**config.mk**
```make
export PLATFORM = sky130hd
export DESIGN_NAME = ccs_clock_control
export DESIGN_NICKNAME = d
export VERILOG_FILES = /design/src/design/ccs_pkg.sv /design/src/design/ccs_clock_control.sv
export SDC_FILE = /design/constraint.sdc
export NUM_CORES = 1
export LEC_CHECK = 0
export BUFFER_PORTS_ARGS = -buffer_cell sky130_fd_sc_hd__buf_2
export CAP_MARGIN = 20
export CELL_PAD_IN_SITES_DETAIL_PLACEMENT = 1
export CELL_PAD_IN_SITES_GLOBAL_PLACEMENT = 1
export CORE_ASPECT_RATIO = 0.7
export CORE_MARGIN = 2
export CORE_UTILIZATION = 38
export DETAILED_ROUTE_END_ITERATION = 6
export PLACE_DENSITY_LB_ADDON = 0.1
export SLEW_MARGIN = 10
export SYNTH_ARGS = -nofsm -noshare
export SYNTH_HDL_FRONTEND = slang
export SYNTH_SLANG_ARGS = --single-unit
```
**constraint.sdc**
```tcl
create_clock -name aclk -period 2.8 [get_ports aclk]
set_input_delay 0.14 -clock aclk [delete_from_list [all_inputs] [get_ports aclk]]
set_output_delay 0.14 -clock aclk [all_outputs]
set_load 0.05 [all_outputs]
```
**src/design/ccs_pkg.sv**
```systemverilog
// Constants and types for the fail-safe clock switch and reset release block
package ccs_pkg;

  // Register byte addresses
  localparam logic [3:0]  CCS_CTRL_ADDR   = 4'h0;
  localparam logic [3:0]  CCS_STAT_ADDR   = 4'h4;

  // Control register field positions
  localparam int          CCS_GO_BIT      = 0;
  localparam int          CCS_CF_BIT      = 3;
  localparam int          CCS_LOCK_BIT    = 5;
  localparam int          CCS_NEW_LSB     = 8;
  localparam int          CCS_CUR_LSB     = 12;

  // Unlock keys, low byte then high byte
  localparam logic [7:0]  CCS_LO_KEY1     = 8'h46;
  localparam logic [7:0]  CCS_LO_KEY2     = 8'h57;
  localparam logic [7:0]  CCS_HI_KEY1     = 8'h78;
  localparam logic [7:0]  CCS_HI_KEY2     = 8'h9A;

  // Oscillator groups
  localparam logic [1:0]  CCS_GRP_SEC     = 2'h0;
  localparam logic [1:0]  CCS_GRP_FRC     = 2'h1;
  localparam logic [1:0]  CCS_GRP_LOW_POWER_RC_OSC    = 2'h2;
  localparam logic [1:0]  CCS_GRP_PRI     = 2'h3;

  // Bus responses
  localparam logic [1:0]  CCS_RESP_OKAY   = 2'h0;
  localparam logic [1:0]  CCS_RESP_SLVERR = 2'h2;

  // Timing
  localparam int          CCS_CLK_PS      = 25000;
  localparam int          CCS_BIAS_NS     = 10000;
  localparam int          CCS_BIAS_CYC    = (CCS_BIAS_NS * 1000 + CCS_CLK_PS - 1) / CCS_CLK_PS;
  localparam int          CCS_POWERUP_TIMER_4_MS   = 4;
  localparam int          CCS_POWERUP_TIMER_16_MS  = 16;
  localparam int          CCS_POWERUP_TIMER_64_MS  = 64;
  localparam int          CCS_POWERUP_TIMER_4_CYC  = (CCS_POWERUP_TIMER_4_MS * 1000000) / (CCS_CLK_PS / 1000);
  localparam int          CCS_POWERUP_TIMER_16_CYC = (CCS_POWERUP_TIMER_16_MS * 1000000) / (CCS_CLK_PS / 1000);
  localparam int          CCS_POWERUP_TIMER_64_CYC = (CCS_POWERUP_TIMER_64_MS * 1000000) / (CCS_CLK_PS / 1000);
  localparam int          CCS_MASTER_CLEAR_PIN_FILT   = 8;
  localparam int          CCS_CNT_W       = 22;

  // Power-up release sequence
  typedef enum logic [1:0] {
    CCS_ST_BIAS,
    CCS_ST_POWERUP_TIMER,
    CCS_ST_Q1,
    CCS_ST_RUN
  } ccs_state_type;

endpackage

```
**src/design/ccs_clock_control.sv**
```systemverilog
// Clock group switching, fail-safe monitor, protected control register and reset release
`timescale 1ns/1ps

// Notes on behaviour
// - Low-power RC on until power-up timer ends, then only if monitor, watchdog or selected.
// - With monitor on, low-power RC runs except in sleep; software watchdog bit ignored.
// - Detected oscillator failure raises a trap and moves system clock to fast RC.
// - On failure: current group becomes fast RC, fail flag set, switch-go cleared.
// - Current group value 01 means the device runs from fast RC.
// - Clock failure leaves the watchdog counting on low-power RC.
// - Timer expiring before oscillator starts traps, selects fast RC, stops original oscillator.
// - After delays, no oscillation, start-up timer pending or PLL unlocked also traps.
// - Four groups; switch only between groups; primary mode comes from configuration only.
// - Current group is read-only status; software writes new group to request a switch.
// - Power-on and brown-out load current and new group from configuration.
// - Switch-go rises as a transition begins; software clearing it aborts the transition.
// - Switch/monitor configuration 1x disables both switching and monitoring.
// - Switching disabled: configuration selects the clock, current group only mirrors it.
// - Low byte writable only right after back-to-back 0x46 then 0x57 byte writes.
// - High byte writable only right after back-to-back 0x78 then 0x9A byte writes.
// - Master-clear input filtered against short pulses; internal resets never drive it.
// - Power-on restarts the timer, holds reset and selects configured clock source.
// - Release waits a 10 us bias delay plus 0, 4, 16 or 64 ms.
// - After the delays reset releases on the next first-quarter phase edge.
// - Monitor and power-up timer off: reset leaves promptly, internal sources run at once.
// - Monitor off and no system clock: core stays frozen at the reset vector.
module ccs_clock_control
  import ccs_pkg::*;
#(
  parameter int POWERUP_TIMER_4_CYC  = CCS_POWERUP_TIMER_4_CYC,
  parameter int POWERUP_TIMER_16_CYC = CCS_POWERUP_TIMER_16_CYC,
  parameter int POWERUP_TIMER_64_CYC = CCS_POWERUP_TIMER_64_CYC
) (
  input  wire logic        aclk,
  input  wire logic        aresetn,
  // AXI4-Lite slave
  input  wire logic [3:0]  s_axi_awaddr,
  input  wire logic        s_axi_awvalid,
  output logic             s_axi_awready,
  input  wire logic [31:0] s_axi_wdata,
  input  wire logic [3:0]  s_axi_wstrb,
  input  wire logic        s_axi_wvalid,
  output logic             s_axi_wready,
  output logic [1:0]       s_axi_bresp,
  output logic             s_axi_bvalid,
  input  wire logic        s_axi_bready,
  input  wire logic [3:0]  s_axi_araddr,
  input  wire logic        s_axi_arvalid,
  output logic             s_axi_arready,
  output logic [31:0]      s_axi_rdata,
  output logic [1:0]       s_axi_rresp,
  output logic             s_axi_rvalid,
  input  wire logic        s_axi_rready,
  // Configuration word and events
  input  wire logic [1:0]  osc_group_cfg,
  input  wire logic [3:0]  primary_mode_cfg,
  input  wire logic [1:0]  switch_monitor_cfg,
  input  wire logic [1:0]  powerup_delay_cfg,
  input  wire logic        watchdog_cfg_enable,
  input  wire logic        sw_watchdog_enable,
  input  wire logic        por_event,
  input  wire logic        brownout_reset,
  input  wire logic        sleep_mode,
  input  wire logic        wake_event,
  input  wire logic        master_clear_pin_n,
  input  wire logic        first_quarter_phase,
  // Oscillator status
  input  wire logic [3:0]  osc_ready,
  input  wire logic        sys_clk_present,
  input  wire logic        osc_startup_timer_done,
  input  wire logic        pll_used,
  input  wire logic        pll_locked,
  // Outputs
  output logic [3:0]       osc_enable,
  output logic [1:0]       sys_clk_group,
  output logic [3:0]       primary_mode,
  output logic             low_power_rc_osc_enable,
  output logic             clock_fail_trap,
  output logic             system_reset_internal_n,
  output logic             core_run
);

  ////////////////////////////////////////////////////////////////////////
  // Configuration decode
  function automatic logic [3:0] grp_onehot(input logic [1:0] g);
    grp_onehot = 4'h1 << g;
  endfunction

  logic monitor_en;
  logic switch_en;
  logic cold_start;
  logic filt_low;

  // 1x disables both; 01 allows switching only; 00 allows both
  assign switch_en  = ~switch_monitor_cfg[1];
  assign monitor_en = ~switch_monitor_cfg[1] & ~switch_monitor_cfg[0];
  assign cold_start = ~aresetn | por_event | brownout_reset | filt_low;

  ////////////////////////////////////////////////////////////////////////
  // Master-clear noise filter: low must persist before it counts
  logic [3:0] master_clear_pin_cnt_q;
  logic       master_clear_pin_low_q;
  assign filt_low = master_clear_pin_low_q;

  // Pin is only ever an input here, so internal resets cannot pull it
  always_ff @(posedge aclk) begin
    if (!aresetn) begin
      master_clear_pin_cnt_q <= 4'h0;
      master_clear_pin_low_q <= 1'b0;
    end else if (master_clear_pin_n) begin
      master_clear_pin_cnt_q <= 4'h0;
      master_clear_pin_low_q <= 1'b0;
    end else if (master_clear_pin_cnt_q == 4'(CCS_MASTER_CLEAR_PIN_FILT - 1)) begin
      master_clear_pin_low_q <= 1'b1;
    end else begin
      master_clear_pin_cnt_q <= master_clear_pin_cnt_q + 4'h1;
    end
  end

  ////////////////////////////////////////////////////////////////////////
  // Power-up sequence: bias delay, power-up delay, first-quarter edge
  ccs_state_type          st_q;
  logic [CCS_CNT_W-1:0]   cnt_q;
  logic [CCS_CNT_W-1:0]   powerup_timer_cyc;
  logic                   wake_seq_q;
  logic                   delays_done;

  always_comb begin
    unique case (powerup_delay_cfg)
      2'h0:    powerup_timer_cyc = '0;
      2'h1:    powerup_timer_cyc = CCS_CNT_W'(POWERUP_TIMER_4_CYC);
      2'h2:    powerup_timer_cyc = CCS_CNT_W'(POWERUP_TIMER_16_CYC);
      default: powerup_timer_cyc = CCS_CNT_W'(POWERUP_TIMER_64_CYC);
    endcase
  end

  assign delays_done = (st_q == CCS_ST_POWERUP_TIMER) && (cnt_q >= powerup_timer_cyc);

  // Wake from sleep reruns the timer without asserting reset
  always_ff @(posedge aclk) begin
    if (cold_start) begin
      st_q       <= CCS_ST_BIAS;
      cnt_q      <= '0;
      wake_seq_q <= 1'b0;
    end else begin
      unique case (st_q)
        CCS_ST_BIAS: begin
          cnt_q <= cnt_q + 1'b1;
          if (cnt_q == CCS_CNT_W'(CCS_BIAS_CYC - 1)) begin
            st_q  <= CCS_ST_POWERUP_TIMER;
            cnt_q <= '0;
          end
        end
        CCS_ST_POWERUP_TIMER: begin
          cnt_q <= cnt_q + 1'b1;
          if (delays_done) begin
            st_q <= wake_seq_q ? CCS_ST_RUN : CCS_ST_Q1;
          end
        end
        CCS_ST_Q1: begin
          if (first_quarter_phase) begin
            st_q <= CCS_ST_RUN;
          end
        end
        CCS_ST_RUN: begin
          if (wake_event) begin
            st_q       <= CCS_ST_POWERUP_TIMER;
            cnt_q      <= '0;
            wake_seq_q <= 1'b1;
          end
        end
      endcase
    end
  end

  // Reset release; without the monitor a missing clock parks the core at the vector
  always_ff @(posedge aclk) begin
    if (cold_start) begin
      system_reset_internal_n <= 1'b0;
      core_run                <= 1'b0;
    end else begin
      system_reset_internal_n <= (st_q == CCS_ST_RUN) || wake_seq_q;
      core_run                <= (st_q == CCS_ST_RUN) &&
                                 (sys_clk_present || monitor_en);
    end
  end

  ////////////////////////////////////////////////////////////////////////
  // AXI4-Lite write channel capture
  logic        aw_have_q;
  logic        w_have_q;
  logic [3:0]  aw_addr_q;
  logic [31:0] w_data_q;
  logic [3:0]  w_strb_q;
  logic        wr_fire;
  logic        wr_ctrl;
  logic        lo_only;
  logic        hi_only;

  assign wr_fire = aw_have_q && w_have_q && !s_axi_bvalid;
  assign wr_ctrl = wr_fire && (aw_addr_q[3:2] == CCS_CTRL_ADDR[3:2]);
  assign lo_only = wr_ctrl && (w_strb_q == 4'h1);
  assign hi_only = wr_ctrl && (w_strb_q == 4'h2);

  // Address and data are taken in either order, one write at a time
  always_ff @(posedge aclk) begin
    if (!aresetn) begin
      aw_have_q     <= 1'b0;
      w_have_q      <= 1'b0;
      aw_addr_q     <= 4'h0;
      w_data_q      <= 32'h0;
      w_strb_q      <= 4'h0;
      s_axi_awready <= 1'b0;
      s_axi_wready  <= 1'b0;
      s_axi_bvalid  <= 1'b0;
      s_axi_bresp   <= CCS_RESP_OKAY;
    end else begin
      s_axi_awready <= !aw_have_q && !s_axi_awready && s_axi_awvalid;
      s_axi_wready  <= !w_have_q && !s_axi_wready && s_axi_wvalid;
      if (s_axi_awvalid && s_axi_awready) begin
        aw_have_q <= 1'b1;
        aw_addr_q <= s_axi_awaddr;
      end
      if (s_axi_wvalid && s_axi_wready) begin
        w_have_q <= 1'b1;
        w_data_q <= s_axi_wdata;
        w_strb_q <= s_axi_wstrb;
      end
      if (wr_fire) begin
        aw_have_q    <= 1'b0;
        w_have_q     <= 1'b0;
        s_axi_bvalid <= 1'b1;
        s_axi_bresp  <= (aw_addr_q[3:2] == CCS_CTRL_ADDR[3:2]) ? CCS_RESP_OKAY : CCS_RESP_SLVERR;
      end else if (s_axi_bready) begin
        s_axi_bvalid <= 1'b0;
      end
    end
  end

  ////////////////////////////////////////////////////////////////////////
  // Unlock sequences: 0 idle, 1 first key seen, 2 armed for one write
  logic [1:0] lo_key_q;
  logic [1:0] hi_key_q;
  logic       lo_apply;
  logic       hi_apply;

  assign lo_apply = lo_only && (lo_key_q == 2'h2);
  assign hi_apply = hi_only && (hi_key_q == 2'h2);

  // Any other bus write in between breaks the sequence
  always_ff @(posedge aclk) begin
    if (!aresetn) begin
      lo_key_q <= 2'h0;
      hi_key_q <= 2'h0;
    end else if (wr_fire) begin
      if (lo_only && lo_key_q == 2'h1 && w_data_q[7:0] == CCS_LO_KEY2) begin
        lo_key_q <= 2'h2;
      end else if (lo_only && lo_key_q != 2'h2 && w_data_q[7:0] == CCS_LO_KEY1) begin
        lo_key_q <= 2'h1;
      end else begin
        lo_key_q <= 2'h0;
      end
      if (hi_only && hi_key_q == 2'h1 && w_data_q[15:8] == CCS_HI_KEY2) begin
        hi_key_q <= 2'h2;
      end else if (hi_only && hi_key_q != 2'h2 && w_data_q[15:8] == CCS_HI_KEY1) begin
        hi_key_q <= 2'h1;
      end else begin
        hi_key_q <= 2'h0;
      end
    end
  end

  logic osc_bad;
  logic fail_det;
  logic trans_q;

  // Fast RC needs no check; a slow target clock may trip this too
  assign osc_bad  = !sys_clk_present || !osc_startup_timer_done ||
                    (pll_used && !pll_locked);
  assign fail_det = monitor_en && !sleep_mode && (st_q != CCS_ST_BIAS) &&
                    !(st_q == CCS_ST_POWERUP_TIMER && !delays_done) &&
                    (sys_clk_group != CCS_GRP_FRC) && osc_bad;

  ////////////////////////////////////////////////////////////////////////
  // Group registers and switching
  logic [1:0] cur_grp_q;
  logic [1:0] new_grp_q;
  logic       go_q;
  logic       cf_q;

  // Failure beats a same-cycle software write of the go bit
  always_ff @(posedge aclk) begin
    if (cold_start) begin
      cur_grp_q <= osc_group_cfg;
      new_grp_q <= osc_group_cfg;
      go_q      <= 1'b0;
      cf_q      <= 1'b0;
      trans_q   <= 1'b0;
    end else if (!switch_en) begin
      cur_grp_q <= osc_group_cfg;
      go_q      <= 1'b0;
      trans_q   <= 1'b0;
      if (hi_apply) begin
        new_grp_q <= w_data_q[CCS_NEW_LSB +: 2];
      end
    end else if (fail_det) begin
      cur_grp_q <= CCS_GRP_FRC;
      cf_q      <= 1'b1;
      go_q      <= 1'b0;
      trans_q   <= 1'b0;
    end else begin
      if (hi_apply) begin
        new_grp_q <= w_data_q[CCS_NEW_LSB +: 2];
      end
      if (lo_apply && !w_data_q[CCS_GO_BIT]) begin
        go_q    <= 1'b0;
        trans_q <= 1'b0;
      end else if (lo_apply && !go_q) begin
        go_q    <= 1'b1;
        trans_q <= (new_grp_q != cur_grp_q);
      end else if (go_q && (!trans_q || osc_ready[new_grp_q])) begin
        cur_grp_q <= new_grp_q;
        go_q      <= 1'b0;
        trans_q   <= 1'b0;
      end
    end
  end

  ////////////////////////////////////////////////////////////////////////
  // Clock outputs and low-power RC enable
  logic low_power_rc_osc_on;
  logic wdt_on;

  assign wdt_on  = monitor_en ? watchdog_cfg_enable
                              : (watchdog_cfg_enable | sw_watchdog_enable);
  // Failure never touches this path, so the watchdog clock keeps running
  assign low_power_rc_osc_on = (st_q == CCS_ST_BIAS) || (st_q == CCS_ST_POWERUP_TIMER && !wake_seq_q) ||
                   (monitor_en && !sleep_mode) || wdt_on ||
                   (sys_clk_group == CCS_GRP_LOW_POWER_RC_OSC);

  always_ff @(posedge aclk) begin
    if (cold_start) begin
      sys_clk_group           <= osc_group_cfg;
      osc_enable              <= 4'h0;
      low_power_rc_osc_enable <= 1'b1;
      clock_fail_trap         <= 1'b0;
      primary_mode            <= primary_mode_cfg;
    end else begin
      sys_clk_group           <= fail_det ? CCS_GRP_FRC : cur_grp_q;
      primary_mode            <= primary_mode_cfg;
      low_power_rc_osc_enable <= low_power_rc_osc_on;
      clock_fail_trap         <= fail_det;
      // Internal sources start at once; a failed oscillator is stopped
      osc_enable              <= fail_det ? grp_onehot(CCS_GRP_FRC)
                                          : grp_onehot(cur_grp_q) |
                                            (trans_q ? grp_onehot(new_grp_q) : 4'h0);
    end
  end

  ////////////////////////////////////////////////////////////////////////
  // AXI4-Lite read channel
  logic [31:0] ctrl_word;
  logic [31:0] stat_word;

  assign ctrl_word = (32'(cur_grp_q) << CCS_CUR_LSB) | (32'(new_grp_q) << CCS_NEW_LSB) |
                     (32'(pll_locked) << CCS_LOCK_BIT) | (32'(cf_q) << CCS_CF_BIT) | (32'(go_q) << CCS_GO_BIT);
  assign stat_word = {26'h0, trans_q, switch_en, monitor_en, low_power_rc_osc_enable,
                      (st_q == CCS_ST_RUN), system_reset_internal_n};

  // One read at a time; unmapped words read zero with an error answer
  always_ff @(posedge aclk) begin
    if (!aresetn) begin
      s_axi_arready <= 1'b0;
      s_axi_rvalid  <= 1'b0;
      s_axi_rdata   <= 32'h0;
      s_axi_rresp   <= CCS_RESP_OKAY;
    end else begin
      s_axi_arready <= !s_axi_arready && !s_axi_rvalid && s_axi_arvalid;
      if (s_axi_arvalid && s_axi_arready) begin
        s_axi_rvalid <= 1'b1;
        if (s_axi_araddr[3:2] == CCS_CTRL_ADDR[3:2]) begin
          s_axi_rdata <= ctrl_word;
          s_axi_rresp <= CCS_RESP_OKAY;
        end else if (s_axi_araddr[3:2] == CCS_STAT_ADDR[3:2]) begin
          s_axi_rdata <= stat_word;
          s_axi_rresp <= CCS_RESP_OKAY;
        end else begin
          s_axi_rdata <= 32'h0;
          s_axi_rresp <= CCS_RESP_SLVERR;
        end
      end else if (s_axi_rready) begin
        s_axi_rvalid <= 1'b0;
      end
    end
  end

endmodule

```
## Word level (Yosys, flattened, before mapping)

Cells that the tools add are included.
W data, S select, Z words.

- Multiplexer cells: 43
- Reduce and logical (&&, ||, !) cells: 82
- Magnitude comparators: 2
- Equal/unequal tests: 30
- Shift-type cells: 2
- $add $sub $neg: 2
- Bitwise operators: 13

Operators with widths:

| kind | number |
|---|---|
| $pmux W22 S3 | 2 |
| $mux W2 | 22 |
| $mux W22 | 2 |
| $logic_and A1 B1 Y1 | 37 |
| $eq A8 B7 Y1 const B | 3 |
| $add A22 B1 Y22 const B | 1 |
| $eq A22 B9 Y1 const B | 1 |
| $ge A22 B22 Y1 | 1 |
| $logic_not A1 Y1 | 17 |
| $mux W14 | 1 |
| $or A14 B1 Y14 | 1 |
| $or A14 B10 Y14 | 1 |
| $or A14 B4 Y14 | 1 |
| $or A14 B6 Y14 | 1 |
| $eq A2 B2 Y1 const B | 6 |
| $mux W1 | 12 |
| $ne A2 B2 Y1 const B | 6 |
| $eq A2 B1 Y1 const B | 5 |
| $logic_or A1 B1 Y1 | 9 |
| $eq A8 B8 Y1 const B | 1 |
| $logic_not A2 Y1 | 4 |
| $ne A4 B4 Y1 const B | 2 |
| $pmux W2 S4 | 1 |
| $reduce_bool A2 Y1 | 4 |
| other kinds (23) | 33 |

- Output and inout bits: 55
- Input port bits: 77
- Register bits: 122
- Word-level logic and storage cells: 207

## Longest topological paths before layout

- Word-level depth: 13
- Mapped depth: 11
- Mapped depth without buffers: 10

## Worst setup path before layout

Ideal clock, no wire load.

- Path kind: input -> register
- Start point: in powerup_delay_cfg[0]
- End point: reg new_grp_q[0], enable pin
- Data required time: 2.442 ns
- Stages on the path: 10
- Library setup time: 0.358 ns
- Buffers on the path: 0
- Slack: 0.492 ns
- Arrival: 1.950 ns
- Cells stage by stage: inv_1 ha_1 inv_1 ha_1 a211oi_1 o22ai_1 nor4b_1 o21ai_1 o2111a_1 o41ai_1

- Longest elaborated chain between the ends: 11
- Elaborated cells on any way between the ends: 13
- Classes of those cells: order compare: 1; eq/ne: 3; mux: 1; reduce/logical: 8

Ends and longest elaborated chain:

| element | RTL line | text |
|---|---|---|
| start: declaration | ccs_clock_control.sv:58 | `input wire logic [1:0] powerup_delay_cfg,` |
| $eq A2 B2 Y1 (tied with other cells) | ccs_clock_control.sv:129 | `unique case (powerup_delay_cfg)` |
| $pmux W22 S3 (*) | ccs_clock_control.sv:129 |  |
| $ge A22 B22 Y1 (*) | ccs_clock_control.sv:137 | `assign delays_done = (st_q == CCS_ST_POWERUP_TIMER) && (cnt_q >= powerup_timer_cyc);` |
| $logic_and A1 B1 Y1 (*) | ccs_clock_control.sv:137 |  |
| $logic_not A1 Y1 (*) | ccs_clock_control.sv:281 | `!(st_q == CCS_ST_POWERUP_TIMER && !delays_done) &&` |
| $logic_and A1 B1 Y1 (*) | ccs_clock_control.sv:281 |  |
| $logic_not A1 Y1 (*) | ccs_clock_control.sv:281 |  |
| $logic_and A1 B1 Y1 (*) | ccs_clock_control.sv:280 | `assign fail_det = monitor_en && !sleep_mode && (st_q != CCS_ST_BIAS) &&` |
| $logic_and A1 B1 Y1 (*) | ccs_clock_control.sv:281 |  |
| $logic_and A1 B1 Y1 (*) | ccs_clock_control.sv:282 | `(sys_clk_group != CCS_GRP_FRC) && osc_bad;` |
| $ne A3 B3 Y1 (no source line) (*) | -- |  |
| end signal: assignment | ccs_clock_control.sv:295 | `new_grp_q <= osc_group_cfg;` |
| end signal: assignment | ccs_clock_control.sv:304 | `new_grp_q <= w_data_q[CCS_NEW_LSB +: 2];` |
| end signal: assignment | ccs_clock_control.sv:313 | `new_grp_q <= w_data_q[CCS_NEW_LSB +: 2];` |
| end: declaration | ccs_clock_control.sv:287 | `logic [1:0] new_grp_q;` |

Mark *: on every way between the ends. The rest lies on a longest branch, timed or not.
A chain may end at the register's enable or synchronous reset.

## Final worst setup path

- Start point: reg cnt_q[0]
- End point: reg new_grp_q[0], enable pin

- Longest elaborated chain between the ends: 9

Ends and longest elaborated chain:

| element | RTL line | text |
|---|---|---|
| start: declaration | ccs_clock_control.sv:123 | `logic [CCS_CNT_W-1:0] cnt_q;` |
| start signal: assignment | ccs_clock_control.sv:148 | `cnt_q <= cnt_q + 1'b1;` |
| start signal: assignment | ccs_clock_control.sv:155 | `cnt_q <= cnt_q + 1'b1;` |
| $ge A22 B22 Y1 | ccs_clock_control.sv:137 |  |
| $logic_and A1 B1 Y1 | ccs_clock_control.sv:137 |  |
| $logic_not A1 Y1 | ccs_clock_control.sv:281 |  |
| $logic_and A1 B1 Y1 | ccs_clock_control.sv:281 |  |
| $logic_not A1 Y1 | ccs_clock_control.sv:281 |  |
| $logic_and A1 B1 Y1 | ccs_clock_control.sv:280 |  |
| $logic_and A1 B1 Y1 | ccs_clock_control.sv:281 |  |
| $logic_and A1 B1 Y1 | ccs_clock_control.sv:282 |  |
| $ne A3 B3 Y1 (no source line) | -- |  |

Every way passes these cells.

==> results.toml <==
[sta]
period_share_pct = 88.7
fin_worst_skew_ns = 0.00921
post-route-min-period_ns = 2.48
fmax_ghz = 0.403
setup_viol = 0
slew_viol_final = 0
finalSetupTns_ns = 0
rsz0062_at_grt = "false"
hold_violations = 0
maxSlewHeadroom_pct = 49.9
tightest_slew_ns = 0.752

[routing]
wire_per_inst_um = 15.0
via_per_inst = 4.99
drc_errors = 0
num_vias = 3862
drtIter0Drc = 147
drt-total-wl_um = 11600
routed-wl-met3_um = 624
wl_met1_um = 6030
ant_nets = 0
dr.pass1.iters = 4
topRoutingLayerUsed = "met4"
met2_length_um = 4890

[floorplan]
start_util_pct = 39.1
die_x_um = 136
row_count = 33
core_sq_um = 11800
die_h_um = 96.1
boundaryPins = 132
dieArea_sq_um = 13000

[layout]
final_common_cell = "dfxtp_1"
layout_common_cells = "dfxtp_1, buf_2, nand2_1"
syn2layout_area_growth_pct = 19.1
fin_util_pct = 46.6
final_cell_area_sq_um = 5490
drive_gt1_share_pct = 19.4
antennaDiodeCount = 0
num-fill-cells = 1420
final_nets = 712

[worst_hold_path]
hp-class = "input port to flip-flop"

[critical_path]
r2r_slack_ns = 0.32
ff2ff_path_depth = 8
rr_startpoint = "cnt_q[0]$_SDFFE_PP0P_"
worstPathRequired_ns = 2.81
worstSetupPathType = "flip-flop to flip-flop"
startpoint_type = "flip-flop"
startpoint = "cnt_q[0]$_SDFFE_PP0P_"
crit_path_end = "new_grp_q[0]$_DFFE_PP_"
critical_path_arrival_ns = 2.49
cp-end-kind = "flip-flop"
path_max_fanout = 5
reg2reg_to = "new_grp_q[0]$_DFFE_PP_"

[yosys]
ys.warnings.count = 0
synth.distinct_cells = 58
ys_ff_latch = 96
syn_area_sq_um = 4610
async_flop_share_pct = 0
synth_seq_area_share_pct = 42.6
synth-edff-count = 4
synth_top_flop_cell = "dfxtp_1"
synth_top_area_cell = "dfxtp_1"
synthDominantCellAreaShare_pct = 40.0
synth_cells = 523
syn_area_per_cell_sq_um = 8.81
synth.area.top_cells = "dfxtp_1, nand2_1, ha_1"

[placement]
portBuffers = 87
place_hpwl_um = 8710
gp_congestion = 0.800
placed_cell_area_sq_um = 5130

[power]
vdd_drop_max_mv = 0.317
seq_power_share_pct = 47.3
clkPwrFrac_pct = 42.8
power_density_nw_per_um2 = 552
power.switching_uw = 768
power.internal_mw = 2.26
p_leak_nw = 2.26
combPwrFrac_pct = 9.9
power_mw = 3.03
p_sw_share_pct = 25.3

[global_routing]
gr-total-overflow = 0
grt_max_degree = 46
first_global_vias = 3797
track_usage_pct = 18.4
grt_pass1_wl_um = 18800
antenna_found_initial = 0

[clocking]
clockBufferDepth = 2
clock_latency_ns = 0.34
cts_tree = "built"
clkTransAtPathRegs_ns = 0.07
clockRootBuffer = "clkbuf_16"
cts.sinks = 96
ctsHtreeMaxLevel = 3
cts_buffers = 9

[outcome]
outcome = "finished, final reports clean"

[run]
maxCapViolCount = 0
==> power by group through the flow <==
stage | logic, mW | clock network, mW | registers (mW)
floorplan | 0.201 | 0 | 1.49
global placement | 0.290 | 0 | 1.46
detailed placement | 0.297 | 0 | 1.47
CTS | 0.302 | 1.33 | 1.43
global route | 0.328 | 1.40 | 1.44
finish | 0.301 | 1.30 | 1.43
==> cells by family after synthesis <==
| logic type | Yosys count | share of synthesized area [%] |
|---|---|---|
| buffers and inverters | 63 | 7.44 |
| other | 1 | 0.0814 |
| adders and majority gates | 22 | 5.97 |
| xor gates and xnor gates | 24 | 4.56 |
| DFF | 96 | 42.6 |
| AOI/OAI and AO/OA | 86 | 13.3 |
| and+or+nand+nor | 226 | 24.7 |
| muxes | 5 | 1.36 |
==> cell usage after synthesis, drive strengths merged (2+ instances only) <==
cell type and count:
xnor2 7, edfxtp 4, and2 3, o31ai 2, nor2 49, nand3 10, and3 11, ha 22
o21a 4, nor2b 15, nor4 7, nor4bb 4, o211ai 3, a32oi 2, dfxtp 92, o22a 2
a22oi 8, nor4b 6, mux2i 4, or3 3, clkbuf 15, a21oi 16, nor3 11, nand2 84
inv 21, nor3b 2, o21ai 11, buf 27, a21boi 25, a211oi 2, a2111oi 2, nand4 9
or4b 2, nand3b 2, nand2b 3, xor2 17
==> layout make-up <==
| class | instances | area (sq um) | share of cell area, % |
|---|---|---|---|
| timing repair buffer | 98 | 541 | 9.85 |
| tap | 157 | 196 | 3.58 |
| multi-input combinational | 387 | 2400 | 43.7 |
| clock inverter | 4 | 50.0 | 0.912 |
| inverter | 21 | 78.8 | 1.44 |
| clock buffer | 11 | 264 | 4.81 |
| sequential | 96 | 1960 | 35.8 |
==> critical path, cell delays in order (launching register included) <==
cell      delay [ns]
dfxtp_1         0.43
inv_1           0.08
ha_1            0.19
nor4b_1         0.13
and3_1          0.18
nor4b_1         0.34
o21ai_1         0.20
o2111a_1        0.23
o41ai_2         0.37
==> timing repair <==
item,4_1_cts,5_1_grt
hold buffers,4,0
buffers inserted,0,0
endpoints found under the hold margin,4,0
resized for setup,0,1
endpoints found under the setup margin,0,2
==> routing by layer <==
layer / up-vias / GRT usage (%)
li1: 1940 / -
met2: 93 / 29.2
met1: 1822 / 25.5
met3: 7 / 4.32
met4: 0 / 3.91
met5: - / 0
==> per-stage QoR <==
stage | instances | setup WS [ns] | hold slack, ns
finish | 774 | 0.317 | 0.0442
global route | 774 | 0.113 | 0.0521
CTS | 774 | 0.198 | 0.0327
detailed placement | 755 | 0.0664 | 0.244
global placement | 755 | 0.184 | 0.244
floorplan | 546 | 0.492 | 0.168
==> flip-flops by register name, summed over array words and instances, names as in the netlist, 2 cells and up <==
name                    count
osc_enable                  4
cnt_q                      22
w_strb_q                    4
lo_key_q                    2
sys_clk_group               2
aw_addr_q                   2
s_axi_rdata                10
st_q                        2
new_grp_q                   2
hi_key_q                    2
primary_mode                4
w_data_q                   16
master_clear_pin_cnt_q      4
cur_grp_q                   2
==> worst min-delay path by stage <==
stage | start | to | slack (ns) | cells after the start
floorplan | primary_mode_cfg[0] | primary_mode[0]$_DFF_P_ | 0.17 | 0
global placement | primary_mode_cfg[2] | primary_mode[2]$_DFF_P_ | 0.24 | 1
detailed placement | primary_mode_cfg[1] | primary_mode[1]$_DFF_P_ | 0.24 | 1
CTS | s_axi_wdata[15] | w_data_q[15]$_SDFFE_PN0P_ | 0.03 | 3
global route | s_axi_wstrb[3] | w_strb_q[3]$_SDFFE_PN0P_ | 0.05 | 3
finish | s_axi_wdata[15] | w_data_q[15]$_SDFFE_PN0P_ | 0.04 | 3
Power figures use the tool's default switching activity.
